==> src/include/fecm_pkg.sv <==
// package: constants for the extended-mode flash command controller
// Operation
// - never issue erase while in fast mode
// - fast reset, bank address on first cycle
// - drive bank bits when writing query command
// - read/reset command ends query mode
// - change address or chip select before read
// - exit sequence, bank address on third cycle
// - program only inside hidden region in hidden mode
// - protect: set-up, protect code, pattern address
// - protect address must lie in hidden region
package fecm_pkg;
  localparam int ADDR_W = 22;
  localparam int DATA_W = 16;
  localparam int CLK_PERIOD_NS = 25;
  // ==========================================================
  // bus timing
  localparam int T_SETUP_NS = 25;
  localparam int T_WRITE_PULSE_NS = 50;
  localparam int T_ACCESS_NS = 90;
  localparam int T_RECOVER_NS = 30;
  localparam int T_RESET_PULSE_NS = 500;
  localparam int T_RESET_READY_NS = 500;
  localparam int SETUP_CYC = (T_SETUP_NS + CLK_PERIOD_NS - 1) / CLK_PERIOD_NS;
  localparam int WP_CYC = (T_WRITE_PULSE_NS + CLK_PERIOD_NS - 1) / CLK_PERIOD_NS;
  localparam int ACC_CYC = (T_ACCESS_NS + CLK_PERIOD_NS - 1) / CLK_PERIOD_NS;
  localparam int REC_CYC = (T_RECOVER_NS + CLK_PERIOD_NS - 1) / CLK_PERIOD_NS;
  localparam int RST_CYC = (T_RESET_PULSE_NS + CLK_PERIOD_NS - 1) / CLK_PERIOD_NS;
  localparam int RDY_CYC = (T_RESET_READY_NS + CLK_PERIOD_NS - 1) / CLK_PERIOD_NS;
  // ==========================================================
  // command cycles (word addresses)
  localparam logic [21:0] UNLOCK1_ADDR = 22'h000555;
  localparam logic [21:0] UNLOCK2_ADDR = 22'h0002AA;
  localparam logic [21:0] QUERY_ADDR = 22'h000055;
  localparam logic [15:0] UNLOCK1_DATA = 16'h00AA;
  localparam logic [15:0] UNLOCK2_DATA = 16'h0055;
  localparam logic [15:0] CMD_PROGRAM = 16'h00A0;
  localparam logic [15:0] CMD_FAST_ENTER = 16'h0020;
  localparam logic [15:0] CMD_FAST_EXIT1 = 16'h0090;
  localparam logic [15:0] CMD_FAST_EXIT2 = 16'h00F0;
  localparam logic [15:0] CMD_QUERY = 16'h0098;
  localparam logic [15:0] CMD_READ_RESET = 16'h00F0;
  localparam logic [15:0] CMD_HIDDEN_ENTER = 16'h0088;
  localparam logic [15:0] CMD_HIDDEN_EXIT1 = 16'h0090;
  localparam logic [15:0] CMD_HIDDEN_EXIT2 = 16'h0000;
  localparam logic [15:0] CMD_PROTECT = 16'h0060;
  // ==========================================================
  // address map: bank bits, hidden region (256 bytes = 128 words)
  localparam int BANK_LSB = 19;
  localparam logic [21:0] FIRST_BANK_BASE = 22'h000000;
  localparam logic [21:0] HIDDEN_BASE = 22'h000000;
  localparam logic [21:0] HIDDEN_WORDS = 22'h000080;
  localparam logic [6:0] PROTECT_LOW_MASK = 7'h4F;
  localparam logic [6:0] PROTECT_LOW_PATTERN = 7'h02;
  localparam int VERIFY_BIT = 0;
  localparam int TOGGLE_BIT = 6;
  // ==========================================================
  // user operations and controller states
  typedef enum logic [3:0] {
    OP_READ = 4'h0,
    OP_PROGRAM = 4'h1,
    OP_FAST_ENTER = 4'h2,
    OP_FAST_EXIT = 4'h3,
    OP_QUERY = 4'h4,
    OP_READ_RESET = 4'h5,
    OP_HIDDEN_ENTER = 4'h6,
    OP_HIDDEN_EXIT = 4'h7,
    OP_PROTECT = 4'h8,
    OP_HW_RESET = 4'h9
  } fecm_op_t;
  typedef enum logic [2:0] {
    ST_IDLE = 3'h0,
    ST_ISSUE = 3'h1,
    ST_WAIT = 3'h2,
    ST_POLL = 3'h3,
    ST_POLL_WAIT = 3'h4,
    ST_RESET = 3'h5
  } fecm_state_t;
  typedef enum logic [1:0] {
    PH_IDLE = 2'h0,
    PH_SETUP = 2'h1,
    PH_STROBE = 2'h2,
    PH_RECOVER = 2'h3
  } fecm_phase_t;
endpackage : fecm_pkg

==> src/rtl/fecm_ctrl.sv <==
// module: host controller issuing extended-mode command sequences to the flash
`timescale 1ns/1ps
`default_nettype none
module fecm_ctrl
  import fecm_pkg::*;
#(
  parameter int RETRY_MAX = 25
) (
  input wire logic I_CLK_SYS,
  input wire logic I_SRST,
  input wire logic I_OP_VALID,
  input wire logic [3:0] I_OP_CODE,
  input wire logic [ADDR_W-1:0] I_OP_ADDR,
  input wire logic [DATA_W-1:0] I_OP_DATA,
  output logic O_OP_READY,
  output logic O_DONE,
  output logic O_ERROR,
  output logic [DATA_W-1:0] O_RD_DATA,
  output logic O_MODE_FAST,
  output logic O_MODE_QUERY,
  output logic O_MODE_HIDDEN,
  output logic O_PROTECTED,
  output logic [ADDR_W-1:0] O_FL_ADDR,
  output logic [DATA_W-1:0] O_FL_DQ,
  output logic O_FL_DQ_OE,
  input wire logic [DATA_W-1:0] I_FL_DQ,
  output logic O_FL_CE_N,
  output logic O_FL_WE_N,
  output logic O_FL_OE_N,
  output logic O_FL_RESET_N,
  input wire logic I_FL_READY_BUSY
);
  fecm_state_t st_q, st_d;
  fecm_op_t op_q, op_d;
  logic [ADDR_W-1:0] addr_q, addr_d;
  logic [DATA_W-1:0] data_q, data_d;
  logic [2:0] step_q, step_d;
  logic fast_q, fast_d;
  logic query_q, query_d;
  logic hid_q, hid_d;
  logic prot_q, prot_d;
  logic tog_q, tog_d;
  logic have_tog_q, have_tog_d;
  logic [7:0] retry_q, retry_d;
  logic [7:0] cnt_q, cnt_d;
  logic rst_n_q, rst_n_d;
  logic ready_q, ready_d;
  logic done_q, done_d;
  logic err_q, err_d;
  logic [DATA_W-1:0] rd_q, rd_d;
  logic start_q, start_d;
  logic ewr_q, ewr_d;
  logic [ADDR_W-1:0] eaddr_q, eaddr_d;
  logic [DATA_W-1:0] edata_q, edata_d;
  logic eng_done;
  logic [DATA_W-1:0] eng_rd;
  logic s_wr;
  logic s_last;
  logic [ADDR_W-1:0] s_addr;
  logic [DATA_W-1:0] s_data;
  logic [2:0] idx;
  logic refuse;
  fecm_op_t in_op;

  function automatic logic [ADDR_W-1:0] bank_of(input logic [ADDR_W-1:0] a);
    bank_of = {a[ADDR_W-1:BANK_LSB], {BANK_LSB{1'b0}}};
  endfunction : bank_of

  function automatic logic in_hidden(input logic [ADDR_W-1:0] a);
    in_hidden = (a >= HIDDEN_BASE) && (a < HIDDEN_BASE + HIDDEN_WORDS);
  endfunction : in_hidden

  // ==========================================================
  // command step table
  always_comb
  begin
    s_wr = 1'b1;
    s_last = 1'b0;
    s_addr = UNLOCK1_ADDR;
    s_data = UNLOCK1_DATA;
    idx = (op_q == OP_PROGRAM && fast_q) ? step_q + 3'h2 : step_q;
    case (op_q)
      OP_PROGRAM, OP_FAST_ENTER, OP_HIDDEN_ENTER, OP_HIDDEN_EXIT:
      begin
        case (idx)
          3'h0:
          begin
            s_addr = UNLOCK1_ADDR;
          end
          3'h1:
          begin
            s_addr = UNLOCK2_ADDR;
            s_data = UNLOCK2_DATA;
          end
          3'h2:
          begin
            s_addr = UNLOCK1_ADDR;
            s_data = (op_q == OP_PROGRAM) ? CMD_PROGRAM :
                     (op_q == OP_FAST_ENTER) ? CMD_FAST_ENTER :
                     (op_q == OP_HIDDEN_ENTER) ? CMD_HIDDEN_ENTER : CMD_HIDDEN_EXIT1;
            if (op_q == OP_HIDDEN_EXIT)
            begin
              s_addr = FIRST_BANK_BASE | UNLOCK1_ADDR;
            end
            s_last = (op_q == OP_FAST_ENTER) || (op_q == OP_HIDDEN_ENTER);
          end
          default:
          begin
            s_addr = (op_q == OP_PROGRAM) ? addr_q : FIRST_BANK_BASE;
            s_data = (op_q == OP_PROGRAM) ? data_q : CMD_HIDDEN_EXIT2;
            s_last = 1'b1;
          end
        endcase
      end
      OP_FAST_EXIT:
      begin
        s_addr = bank_of(addr_q);
        s_data = (step_q == 3'h0) ? CMD_FAST_EXIT1 : CMD_FAST_EXIT2;
        s_last = (step_q != 3'h0);
      end
      OP_QUERY:
      begin
        s_addr = bank_of(addr_q) | QUERY_ADDR;
        s_data = CMD_QUERY;
        s_last = 1'b1;
      end
      OP_READ_RESET:
      begin
        s_data = CMD_READ_RESET;
        s_last = 1'b1;
      end
      OP_PROTECT:
      begin
        s_addr = (HIDDEN_BASE & ~ADDR_W'(PROTECT_LOW_MASK)) | ADDR_W'(PROTECT_LOW_PATTERN);
        s_data = CMD_PROTECT;
        s_wr = (step_q != 3'h2);
        s_last = (step_q == 3'h2);
      end
      default:
      begin
        s_addr = addr_q;
        s_wr = 1'b0;
        s_last = 1'b1;
      end
    endcase
  end

  // ==========================================================
  // request screening
  always_comb
  begin
    in_op = fecm_op_t'(I_OP_CODE);
    refuse = 1'b0;
    if (fast_q && !(in_op == OP_PROGRAM || in_op == OP_READ || in_op == OP_FAST_EXIT))
    begin
      refuse = 1'b1;
    end
    if (in_op == OP_PROTECT && !hid_q)
    begin
      refuse = 1'b1;
    end
    if (in_op == OP_PROGRAM && hid_q && (!in_hidden(I_OP_ADDR) || prot_q))
    begin
      refuse = 1'b1;
    end
    if (I_OP_CODE > 4'h9)
    begin
      refuse = 1'b1;
    end
  end

  // ==========================================================
  // sequencer
  always_comb
  begin
    st_d = st_q;
    op_d = op_q;
    addr_d = addr_q;
    data_d = data_q;
    step_d = step_q;
    fast_d = fast_q;
    query_d = query_q;
    hid_d = hid_q;
    prot_d = prot_q;
    tog_d = tog_q;
    have_tog_d = have_tog_q;
    retry_d = retry_q;
    cnt_d = cnt_q;
    rst_n_d = rst_n_q;
    done_d = 1'b0;
    err_d = 1'b0;
    rd_d = rd_q;
    start_d = 1'b0;
    ewr_d = ewr_q;
    eaddr_d = eaddr_q;
    edata_d = edata_q;
    case (st_q)
      ST_IDLE:
      begin
        if (I_OP_VALID)
        begin
          op_d = in_op;
          addr_d = I_OP_ADDR;
          data_d = I_OP_DATA;
          step_d = 3'h0;
          retry_d = 8'h00;
          if (refuse)
          begin
            err_d = 1'b1;
            done_d = 1'b1;
          end
          else if (in_op == OP_HW_RESET)
          begin
            st_d = ST_RESET;
            rst_n_d = 1'b0;
            cnt_d = 8'(RST_CYC + RDY_CYC);
          end
          else
          begin
            st_d = ST_ISSUE;
          end
        end
      end
      ST_ISSUE:
      begin
        start_d = 1'b1;
        ewr_d = s_wr;
        eaddr_d = s_addr;
        edata_d = s_data;
        st_d = ST_WAIT;
      end
      ST_WAIT:
      begin
        if (eng_done)
        begin
          if (!s_last)
          begin
            step_d = step_q + 3'h1;
            st_d = ST_ISSUE;
          end
          else if (op_q == OP_PROGRAM)
          begin
            have_tog_d = 1'b0;
            st_d = ST_POLL;
          end
          else if (op_q == OP_PROTECT && !eng_rd[VERIFY_BIT] && retry_q < 8'(RETRY_MAX))
          begin
            retry_d = retry_q + 8'h01;
            step_d = 3'h0;
            st_d = ST_ISSUE;
          end
          else
          begin
            st_d = ST_IDLE;
            done_d = 1'b1;
            rd_d = eng_rd;
            case (op_q)
              OP_FAST_ENTER: fast_d = 1'b1;
              OP_FAST_EXIT: fast_d = 1'b0;
              OP_QUERY: query_d = 1'b1;
              OP_READ_RESET: query_d = 1'b0;
              OP_HIDDEN_ENTER: hid_d = 1'b1;
              OP_HIDDEN_EXIT: hid_d = 1'b0;
              OP_PROTECT:
              begin
                prot_d = eng_rd[VERIFY_BIT];
                err_d = ~eng_rd[VERIFY_BIT];
              end
              default: rd_d = eng_rd;
            endcase
          end
        end
      end
      ST_POLL:
      begin
        start_d = 1'b1;
        ewr_d = 1'b0;
        eaddr_d = addr_q;
        st_d = ST_POLL_WAIT;
      end
      ST_POLL_WAIT:
      begin
        if (eng_done)
        begin
          tog_d = eng_rd[TOGGLE_BIT];
          have_tog_d = 1'b1;
          if (have_tog_q && eng_rd[TOGGLE_BIT] == tog_q && I_FL_READY_BUSY)
          begin
            st_d = ST_IDLE;
            done_d = 1'b1;
            rd_d = eng_rd;
            err_d = (eng_rd != data_q);
          end
          else
          begin
            st_d = ST_POLL;
          end
        end
      end
      ST_RESET:
      begin
        fast_d = 1'b0;
        query_d = 1'b0;
        hid_d = 1'b0;
        cnt_d = cnt_q - 8'h01;
        if (cnt_q == 8'(RDY_CYC))
        begin
          rst_n_d = 1'b1;
        end
        if (cnt_q == 8'h00)
        begin
          st_d = ST_IDLE;
          done_d = 1'b1;
        end
      end
      default:
      begin
        st_d = ST_IDLE;
      end
    endcase
    ready_d = (st_d == ST_IDLE);
  end

  always_ff @(posedge I_CLK_SYS)
  begin
    if (I_SRST)
    begin
      st_q <= ST_IDLE;
      op_q <= OP_READ;
      addr_q <= '0;
      data_q <= '0;
      step_q <= 3'h0;
      fast_q <= 1'b0;
      query_q <= 1'b0;
      hid_q <= 1'b0;
      prot_q <= 1'b0;
      tog_q <= 1'b0;
      have_tog_q <= 1'b0;
      retry_q <= 8'h00;
      cnt_q <= 8'h00;
      rst_n_q <= 1'b1;
      ready_q <= 1'b1;
      done_q <= 1'b0;
      err_q <= 1'b0;
      rd_q <= '0;
      start_q <= 1'b0;
      ewr_q <= 1'b0;
      eaddr_q <= '0;
      edata_q <= '0;
    end
    else
    begin
      st_q <= st_d;
      op_q <= op_d;
      addr_q <= addr_d;
      data_q <= data_d;
      step_q <= step_d;
      fast_q <= fast_d;
      query_q <= query_d;
      hid_q <= hid_d;
      prot_q <= prot_d;
      tog_q <= tog_d;
      have_tog_q <= have_tog_d;
      retry_q <= retry_d;
      cnt_q <= cnt_d;
      rst_n_q <= rst_n_d;
      ready_q <= ready_d;
      done_q <= done_d;
      err_q <= err_d;
      rd_q <= rd_d;
      start_q <= start_d;
      ewr_q <= ewr_d;
      eaddr_q <= eaddr_d;
      edata_q <= edata_d;
    end
  end

  fecm_bus_cycle u_cycle (
    .i_clk(I_CLK_SYS),
    .i_srst(I_SRST),
    .i_start(start_q),
    .i_write(ewr_q),
    .i_addr(eaddr_q),
    .i_data(edata_q),
    .i_dq(I_FL_DQ),
    .o_done(eng_done),
    .o_rd_data(eng_rd),
    .o_addr(O_FL_ADDR),
    .o_dq(O_FL_DQ),
    .o_dq_oe(O_FL_DQ_OE),
    .o_ce_n(O_FL_CE_N),
    .o_we_n(O_FL_WE_N),
    .o_oe_n(O_FL_OE_N)
  );

  assign O_OP_READY = ready_q;
  assign O_DONE = done_q;
  assign O_ERROR = err_q;
  assign O_RD_DATA = rd_q;
  assign O_MODE_FAST = fast_q;
  assign O_MODE_QUERY = query_q;
  assign O_MODE_HIDDEN = hid_q;
  assign O_PROTECTED = prot_q;
  assign O_FL_RESET_N = rst_n_q;
endmodule : fecm_ctrl
`default_nettype wire

==> src/rtl/fecm_bus_cycle.sv <==
// module: one asynchronous flash bus cycle (write or read) per start pulse
`timescale 1ns/1ps
`default_nettype none
module fecm_bus_cycle
  import fecm_pkg::*;
#(
  parameter int CNT_W = 4
) (
  input wire logic i_clk,
  input wire logic i_srst,
  input wire logic i_start,
  input wire logic i_write,
  input wire logic [ADDR_W-1:0] i_addr,
  input wire logic [DATA_W-1:0] i_data,
  input wire logic [DATA_W-1:0] i_dq,
  output logic o_done,
  output logic [DATA_W-1:0] o_rd_data,
  output logic [ADDR_W-1:0] o_addr,
  output logic [DATA_W-1:0] o_dq,
  output logic o_dq_oe,
  output logic o_ce_n,
  output logic o_we_n,
  output logic o_oe_n
);
  fecm_phase_t ph_q, ph_d;
  logic [CNT_W-1:0] cnt_q, cnt_d;
  logic wr_q, wr_d;
  logic done_q, done_d;
  logic [DATA_W-1:0] rd_q, rd_d;
  logic [ADDR_W-1:0] addr_q, addr_d;
  logic [DATA_W-1:0] dq_q, dq_d;
  logic dq_oe_q, dq_oe_d;
  logic ce_n_q, ce_n_d;
  logic we_n_q, we_n_d;
  logic oe_n_q, oe_n_d;

  // ==========================================================
  // phase sequencing: chip select rises between every cycle
  always_comb
  begin
    ph_d = ph_q;
    cnt_d = cnt_q;
    wr_d = wr_q;
    done_d = 1'b0;
    rd_d = rd_q;
    addr_d = addr_q;
    dq_d = dq_q;
    dq_oe_d = dq_oe_q;
    ce_n_d = ce_n_q;
    we_n_d = we_n_q;
    oe_n_d = oe_n_q;
    case (ph_q)
      PH_IDLE:
      begin
        if (i_start)
        begin
          ph_d = PH_SETUP;
          cnt_d = CNT_W'(SETUP_CYC - 1);
          wr_d = i_write;
          addr_d = i_addr;
          dq_d = i_data;
          dq_oe_d = i_write;
          ce_n_d = 1'b0;
        end
      end
      PH_SETUP:
      begin
        if (cnt_q == '0)
        begin
          ph_d = PH_STROBE;
          cnt_d = wr_q ? CNT_W'(WP_CYC - 1) : CNT_W'(ACC_CYC - 1);
          we_n_d = ~wr_q;
          oe_n_d = wr_q;
        end
        else
        begin
          cnt_d = cnt_q - 1'b1;
        end
      end
      PH_STROBE:
      begin
        if (cnt_q == '0)
        begin
          ph_d = PH_RECOVER;
          cnt_d = CNT_W'(REC_CYC - 1);
          if (!wr_q)
          begin
            rd_d = i_dq;
          end
          we_n_d = 1'b1;
          oe_n_d = 1'b1;
          ce_n_d = 1'b1;
        end
        else
        begin
          cnt_d = cnt_q - 1'b1;
        end
      end
      PH_RECOVER:
      begin
        if (cnt_q == '0)
        begin
          ph_d = PH_IDLE;
          dq_oe_d = 1'b0;
          done_d = 1'b1;
        end
        else
        begin
          cnt_d = cnt_q - 1'b1;
        end
      end
      default:
      begin
        ph_d = PH_IDLE;
      end
    endcase
  end

  always_ff @(posedge i_clk)
  begin
    if (i_srst)
    begin
      ph_q <= PH_IDLE;
      cnt_q <= '0;
      wr_q <= 1'b0;
      done_q <= 1'b0;
      rd_q <= '0;
      addr_q <= '0;
      dq_q <= '0;
      dq_oe_q <= 1'b0;
      ce_n_q <= 1'b1;
      we_n_q <= 1'b1;
      oe_n_q <= 1'b1;
    end
    else
    begin
      ph_q <= ph_d;
      cnt_q <= cnt_d;
      wr_q <= wr_d;
      done_q <= done_d;
      rd_q <= rd_d;
      addr_q <= addr_d;
      dq_q <= dq_d;
      dq_oe_q <= dq_oe_d;
      ce_n_q <= ce_n_d;
      we_n_q <= we_n_d;
      oe_n_q <= oe_n_d;
    end
  end

  assign o_done = done_q;
  assign o_rd_data = rd_q;
  assign o_addr = addr_q;
  assign o_dq = dq_q;
  assign o_dq_oe = dq_oe_q;
  assign o_ce_n = ce_n_q;
  assign o_we_n = we_n_q;
  assign o_oe_n = oe_n_q;
endmodule : fecm_bus_cycle
`default_nettype wire

==> config.mk <==
export PLATFORM = sky130hd
export DESIGN_NAME = fecm_ctrl
export DESIGN_NICKNAME = d
export VERILOG_FILES = /design/src/include/fecm_pkg.sv /design/src/rtl/fecm_ctrl.sv /design/src/rtl/fecm_bus_cycle.sv
export SDC_FILE = /design/constraint.sdc
export NUM_CORES = 1
export LEC_CHECK = 0
export BUFFER_PORTS_ARGS = -buffer_cell sky130_fd_sc_hd__buf_2
export CAP_MARGIN = 20
export CELL_PAD_IN_SITES_DETAIL_PLACEMENT = 0
export CELL_PAD_IN_SITES_GLOBAL_PLACEMENT = 1
export CORE_MARGIN = 2
export CORE_UTILIZATION = 38
export CTS_CLUSTER_DIAMETER = 50
export DETAILED_ROUTE_END_ITERATION = 8
export PLACE_DENSITY = 0.77
export SKIP_CTS_REPAIR_TIMING = 1
export SLEW_MARGIN = 25
export SYNTH_ARGS = -nofsm -noshare
export SYNTH_HDL_FRONTEND = slang
export SYNTH_HIERARCHICAL = 1
export SYNTH_SLANG_ARGS = --single-unit
==> constraint.sdc <==
create_clock -name I_CLK_SYS -period 2.58 [get_ports I_CLK_SYS]
set_input_delay 0.516 -clock I_CLK_SYS [delete_from_list [all_inputs] [get_ports I_CLK_SYS]]
set_output_delay 0.516 -clock I_CLK_SYS [all_outputs]
set_load 0.01 [all_outputs]
==> reports/results.tsv, run 1 <==
stage	metric	value	unit
timing	Hold Slack	0.311	ns
placement	Post-DP HPWL	17100	µm
clock_network	Clk Latency, worst-skew pair	0.44	ns
clock_network	Clock Tree Buf Depth	2	
timing	Slew Viols, Final	0	
yosys	Synth Flop Type	dfxtp_1	
floorplanning	num ports	128	
setup_path	startpoint types	flip-flop	
setup_path	Worst Path Arrival	2.73	ns
pwr	VDD IR max	0.326	mV
setup_path	WP data required	2.90	ns
pwr	Pwr Total	6.63	mW
yosys	post-synthesis sequential area ratio	45.5	%
finish	fin util	46.2	%
routing	drt first pass iters	6	
timing	final setup vio count	0	
setup_path	crit end category	flip-flop	
yosys	most frequent cell after synthesis	nand2_1	
yosys	most area-consuming cells after synthesis	dfxtp_1, nand2_1, a21oi_1, nor2_1, mux2i_1	
yosys	Post-synth EDFFs	0	
timing	RSZ-0062 raised after global routing	no	
yosys	Async S/R FF share, synth	0	%
grt	first-pass GRT wire length	38000	µm
hold_path	Hold Path Class	input pin to flip-flop	
yosys	syn_nets	1129	
placement	Port Buffers	127	
placement	Post-DP Area	9750	µm²
placement	gp weighted congestion	0.858	
routing	Post-DRT Antenna Nets	0	
timing	Setup Skew	0.0134	ns
routing	number of remaining DRC errors	0	
yosys	Post-synth top cells	nand2_1, dfxtp_1, a21oi_1, nor2_1, clkbuf_1	
finish	Fillers	2283	
finish	layout cells sized above 1	19.6	%
routing	vias per std cell	5.26	
timing	Final Cycle Share	93.7	%
yosys	synth warn	6	
clock_network	H-Tree Level Count	4	
finish	nets@finish	1257	
setup_path	Worst Setup Path Type	flip-flop to flip-flop	
grt	largest net degree at the start of global routing	61	
run	Max Cap Viol	0	
timing	fin worst setup slack	0.162	ns
pwr	Seq pwr share	48.2	%
floorplanning	Die ar.	23900	µm²
routing	via count	7793	
pwr	Leak Pwr	4.28	nW
timing	Setup TNS	0	ns
timing	min Tclk post-route	2.42	ns
grt	initial antenna violation count	0	
yosys	Yosys top cell by area	dfxtp_1	
routing	Routed WL per cell	15.9	µm
floorplanning	Initial Util	38.5	%
pwr	Net Sw Frac	26.7	%
finish	multi-input logic area	4350	µm²
grt	aggregate global routing overflow	0	
yosys	number of synthesized register bits	196	
floorplanning	CORE AREA	22400	µm²
placement	Cells after DPL	1449	
timing	Least-Margin Pin Slew	1.06	ns
timing	relative slew slack	28.9	%
floorplanning	die height	155	µm
pwr	Clock Power Share	41.6	%
finish	Final Non-Filler Cells	1481	
pwr	Power Density	640	nW/µm²
finish	Reg area	3920	µm²
floorplanning	row cnt	55	
grt	GRT Overall Usage	19.7	%
routing	First DRT Iteration DRCs	351	
status	status	finished clean	
floorplanning	Die X	155	µm
pwr	Comb power frac	10.2	%
yosys	number of library cell types mapped by synthesis	74	
timing	Hold Vio Cnt, Final	0	
yosys	Synth top area share	45.5	%
routing	WL final	23600	µm
yosys	Syn Inst Count	1055	
finish	# diodes	0	
yosys	Post-Syn Area	8630	µm²
clock_network	clk sinks	196	
setup_path	Worst R2R Setup Slack	0.16	ns
finish	fin area	10400	µm²
setup_path	Critical Path Fanout Max	7	
pwr	P_sw	1.77	mW
placement	pre-CTS WS	0.199	ns
yosys	Synth Area per Inst	8.18	µm²
clock_network	Worst-path clk slew	0.08	ns
pwr	cell internal pwr	4.86	mW
finish	synthesis-to-finish area growth	20.1	%
clock_network	CTS tree	done	
timing	fmax	414	MHz
clock_network	CTS buffer count	17	
clock_network	Clock Tree Root	clkbuf_16	
grt	vias in the first global route	7324	
## routing by layer
metal / track usage, % / up-vias / wire (µm)
met4: 5.25 / 0 / 361
li1: - / 3919 / -
met3: 3.50 / 25 / 928
met5: 0 / - / 0
met1: 26.6 / 3691 / 11400
met2: 32.5 / 158 / 10900
## power groups by stage
| stage | Combinational, mW | Clock [mW] | Sequential (mW) |
|---|---|---|---|
| after floorplan | 0.427 | 0 | 3.24 |
| after global routing | 0.752 | 2.92 | 3.21 |
| final | 0.676 | 2.75 | 3.20 |
| after CTS | 0.680 | 2.81 | 3.20 |
| after global placement | 0.673 | 0 | 3.26 |
| after detailed placement | 0.677 | 0 | 3.27 |
## worst paths after layout
| kind | start | end | depth (start not counted) |
|---|---|---|---|
| setup / recovery | op_q[0]$_SDFFE_PP0P_ | retry_q[4]$_SDFFE_PP0P_ | 8 |
| hold / removal | I_FL_DQ[8] | u_cycle/o_rd_data[8]$_SDFFE_PP0P_ | 3 |
| setup reg to reg | op_q[0]$_SDFFE_PP0P_ | retry_q[4]$_SDFFE_PP0P_ | 8 |
| hold reg to reg | u_cycle/o_addr[2]$_SDFFE_PP0P_ | u_cycle/o_addr[2]$_SDFFE_PP0P_ | 2 |
## layout make-up
cell class,instances,share of cell area [%]
multi-input cells,772,42.0
flip-flops and latches,196,37.9
repair buffers,174,10.0
clock buffers,18,4.14
well taps,285,3.44
clock inverters,14,1.75
inverters,22,0.797
## flip-flops by register name, indices dropped and copies added, names as in the netlist, 4 cells and up
| register | cells |
|---|---|
| u_cycle/o_addr | 22 |
| eaddr_q | 22 |
| edata_q | 16 |
| addr_q | 22 |
| u_cycle/cnt_q | 4 |
| data_q | 16 |
| cnt_q | 8 |
| O_RD_DATA | 16 |
| u_cycle/o_rd_data | 16 |
| op_q | 4 |
| u_cycle/o_dq | 16 |
| retry_q | 8 |
## layout by cell type, fill, tap and decap left out, types with 19 or more instances in the layout
cell	n
inv_1	22
nand3_1	19
nor3_1	22
mux2i_1	25
buf_4	44
o21ai_0	29
a21oi_1	129
nor2_1	77
dfxtp_1	196
buf_2	126
nand2_1	247
## cells by family after synthesis
logic type,Yosys count,synth area share [%]
flip-flops,196,45.5
multiplexers,26,3.03
AND/OR/NAND/NOR,450,23.9
XOR/XNOR,23,2.33
AO/OA/AOI/OAI,260,18.9
buffers and inverters,87,4.42
adder cells (fa/ha/maj),13,1.86
## critical path, cell delays in order (launching register included)
cell	delay (ns)
dfxtp_1	0.44
or4b_1	0.50
buf_4	0.19
nor2_1	0.22
nor4_4	0.11
o31a_2	0.42
buf_4	0.16
a41oi_1	0.20
nor3_1	0.06
(Power assumes the default switching activity.)
==> run 2: changes to the inputs <==
--- a/config.mk
+++ b/config.mk
@@ -13,7 +13,7 @@
 export CORE_UTILIZATION = 38
 export CTS_CLUSTER_DIAMETER = 50
 export DETAILED_ROUTE_END_ITERATION = 8
-export PLACE_DENSITY = 0.77
+export PLACE_DENSITY_LB_ADDON = 0.1
 export SKIP_CTS_REPAIR_TIMING = 1
 export SLEW_MARGIN = 25
 export SYNTH_ARGS = -nofsm -noshare
==> reports/results.tsv, run 2 (same netlist as run 1, synthesis figures left out) <==
stage	metric	value	unit	change
status	status	finished clean		
finish	layout cells sized above 1	20.9	%	+1.3 points
placement	Post-DP HPWL	17600	µm	+2.5%
floorplanning	CORE AREA	22400	µm²	unchanged
finish	highest-count cells in the layout ignoring fill and taps	nand2_1, dfxtp_1, a21oi_1		
timing	relative slew slack	50.7	%	+22 points
timing	Final Cycle Share	94.3	%	+0.55 points
timing	Least-Margin Pin Slew	0.732	ns	-0.330 ns
setup_path	crit end category	flip-flop		
grt	vias in the first global route	7474		+2.0%
timing	Hold Slack	0.309	ns	-0.00236 ns
placement	Port Buffers	127		unchanged
clock_network	H-Tree Level Count	4		unchanged
clock_network	Worst-path clk slew	0.08	ns	about the same
setup_path	Worst Setup Path Type	flip-flop to flip-flop		
grt	largest net degree at the start of global routing	74		+21%
routing	vias per std cell	5.14		-2.4%
floorplanning	Die ar.	23900	µm²	unchanged
routing	WL met1	12500	µm	+10%
routing	Post-DRT Antenna Nets	0		unchanged
clock_network	clk sinks	196		unchanged
setup_path	Critical Path Fanout Max	8		+1
clock_network	CTS tree	done		
setup_path	crit-path max cell delay	0.58	ns	+0.08 ns
setup_path	WP data required	2.88	ns	-0.02 ns
routing	met3 wire len	684	µm	-26%
floorplanning	row cnt	55		unchanged
finish	synthesis-to-finish area growth	21.0	%	
setup_path	Worst R2R Setup Slack	0.15	ns	about the same
timing	Hold Vio Cnt, Final	0		unchanged
timing	min Tclk post-route	2.43	ns	+0.0142 ns
routing	Routed WL per cell	16.2	µm	+2.1%
timing	fmax	411	MHz	-0.58%
clock_network	Clk Latency, worst-skew pair	0.44	ns	about the same
timing	Setup Skew	0.0128	ns	-0.000547 ns
floorplanning	die height	155	µm	unchanged
finish	Fillers	2322		+1.7%
routing	First DRT Iteration DRCs	421		+20%
routing	number of remaining DRC errors	0		unchanged
pwr	Power Density	620	nW/µm²	-3.0%
finish	fin area	10400	µm²	+0.78%
clock_network	Clock Tree Buf Depth	2		unchanged
timing	final setup vio count	0		unchanged
floorplanning	Die X	155	µm	unchanged
timing	RSZ-0062 raised after global routing	no		
grt	aggregate global routing overflow	0		unchanged
setup_path	critical path's slowest cell	or4b_1		
setup_path	startpoint types	flip-flop		
finish	nets@finish	1274		+1.4%
setup_path	CP Cell Sequence	or4b_1 > buf_4 > o211a_1 > nor4_4 > buf_4 > or3_1 > mux2i_1 > nor2_1		
hold_path	Hold Path Class	input pin to flip-flop		
finish	# diodes	0		unchanged
placement	gp weighted congestion	0.833		-2.9%
routing	via count	7693		-1.3%
placement	Cells after DPL	1463		+0.97%
timing	Slew Viols, Final	0		unchanged
pwr	Leak Pwr	4.33	nW	+1.2%
hold_path	hold path start	I_FL_DQ[2]		
grt	first-pass GRT wire length	39800	µm	+4.8%
run	Max Cap Viol	0		unchanged
pwr	Pwr Total	6.48	mW	-2.3%
routing	Top Layer Used	met4		
clock_network	Clock Tree Root	clkbuf_16		
grt	GRT Overall Usage	20.7	%	+1.0 points
grt	initial antenna violation count	0		unchanged
routing	drt first pass iters	5		-1
routing	WL final	24300	µm	+3.3%
setup_path	r2r startpoint	op_q[3]$_SDFFE_PP0P_		
finish	Final Non-Filler Cells	1498		+1.1%
floorplanning	Initial Util	38.5	%	unchanged
setup_path	most used cell, CP	buf_4		
clock_network	CTS buffer count	17		unchanged
setup_path	Worst Path Arrival	2.73	ns	about the same
setup_path	CP startpoint	op_q[3]$_SDFFE_PP0P_		
routing	met2 WL	10600	µm	-2.5%
placement	Post-DP Area	9840	µm²	+0.94%
finish	most common cell after layout, fill and taps aside	nand2_1		
floorplanning	num ports	128		unchanged
pwr	VDD IR max	0.406	mV	+24%
## run 2: worst paths after layout
check / end / depth (start not counted)
setup / recovery: step_q[1]$_SDFFE_PP0P_ / 8
hold / removal: u_cycle/o_rd_data[2]$_SDFFE_PP0P_ / 3
setup reg to reg: step_q[1]$_SDFFE_PP0P_ / 8
hold reg to reg: u_cycle/o_addr[15]$_SDFFE_PP0P_ / 2
## run 2: layer usage
metal	vias up	global-route usage, %
li1	3954	-
met1	3572	29.6
met2	137	32.0
met3	30	3.22
met4	0	6.70
met5	-	0
## run 2: area by class of cell
cell class | count | area, µm² | area share (%)
Clock buffer | 17 | 425 | 4.07
Inverter | 22 | 82.6 | 0.791
Tap cell | 285 | 357 | 3.41
Multi-Input combinational cell | 772 | 4360 | 41.7
Timing Repair Buffer | 191 | 1150 | 11.1
Clock inverter | 15 | 143 | 1.37
Sequential cell | 196 | 3920 | 37.6
## run 2: report_power, final
part	internal, mW	leakage (nW)	switching, mW
combinational	0.275	2.46	0.435
clock	1.28	0.278	1.30
sequential	3.11	1.59	0.0706
total	4.67	4.33	1.81
## run 2: critical path: cells and delay by family, from the launching register on
| kind | cells | cell delay, ns |
|---|---|---|
| buffers and inverters | 2 | 0.40 |
| AO/OA/AOI/OAI | 1 | 0.25 |
| flip-flops | 1 | 0.31 |
| AND/OR/NAND/NOR | 4 | 1.14 |
| multiplexers | 1 | 0.22 |
## run 2: stage by stage
step                TNS, ns  utilization (%)  setup WS (ns)
global route              0             46.6        0.00276
detailed placement        0             43.9         0.0193
CTS                       0             46.4        0.00645
floorplan                 0                -          0.147
finish                    0             46.6          0.148
global placement      -2.26             43.8         -0.152
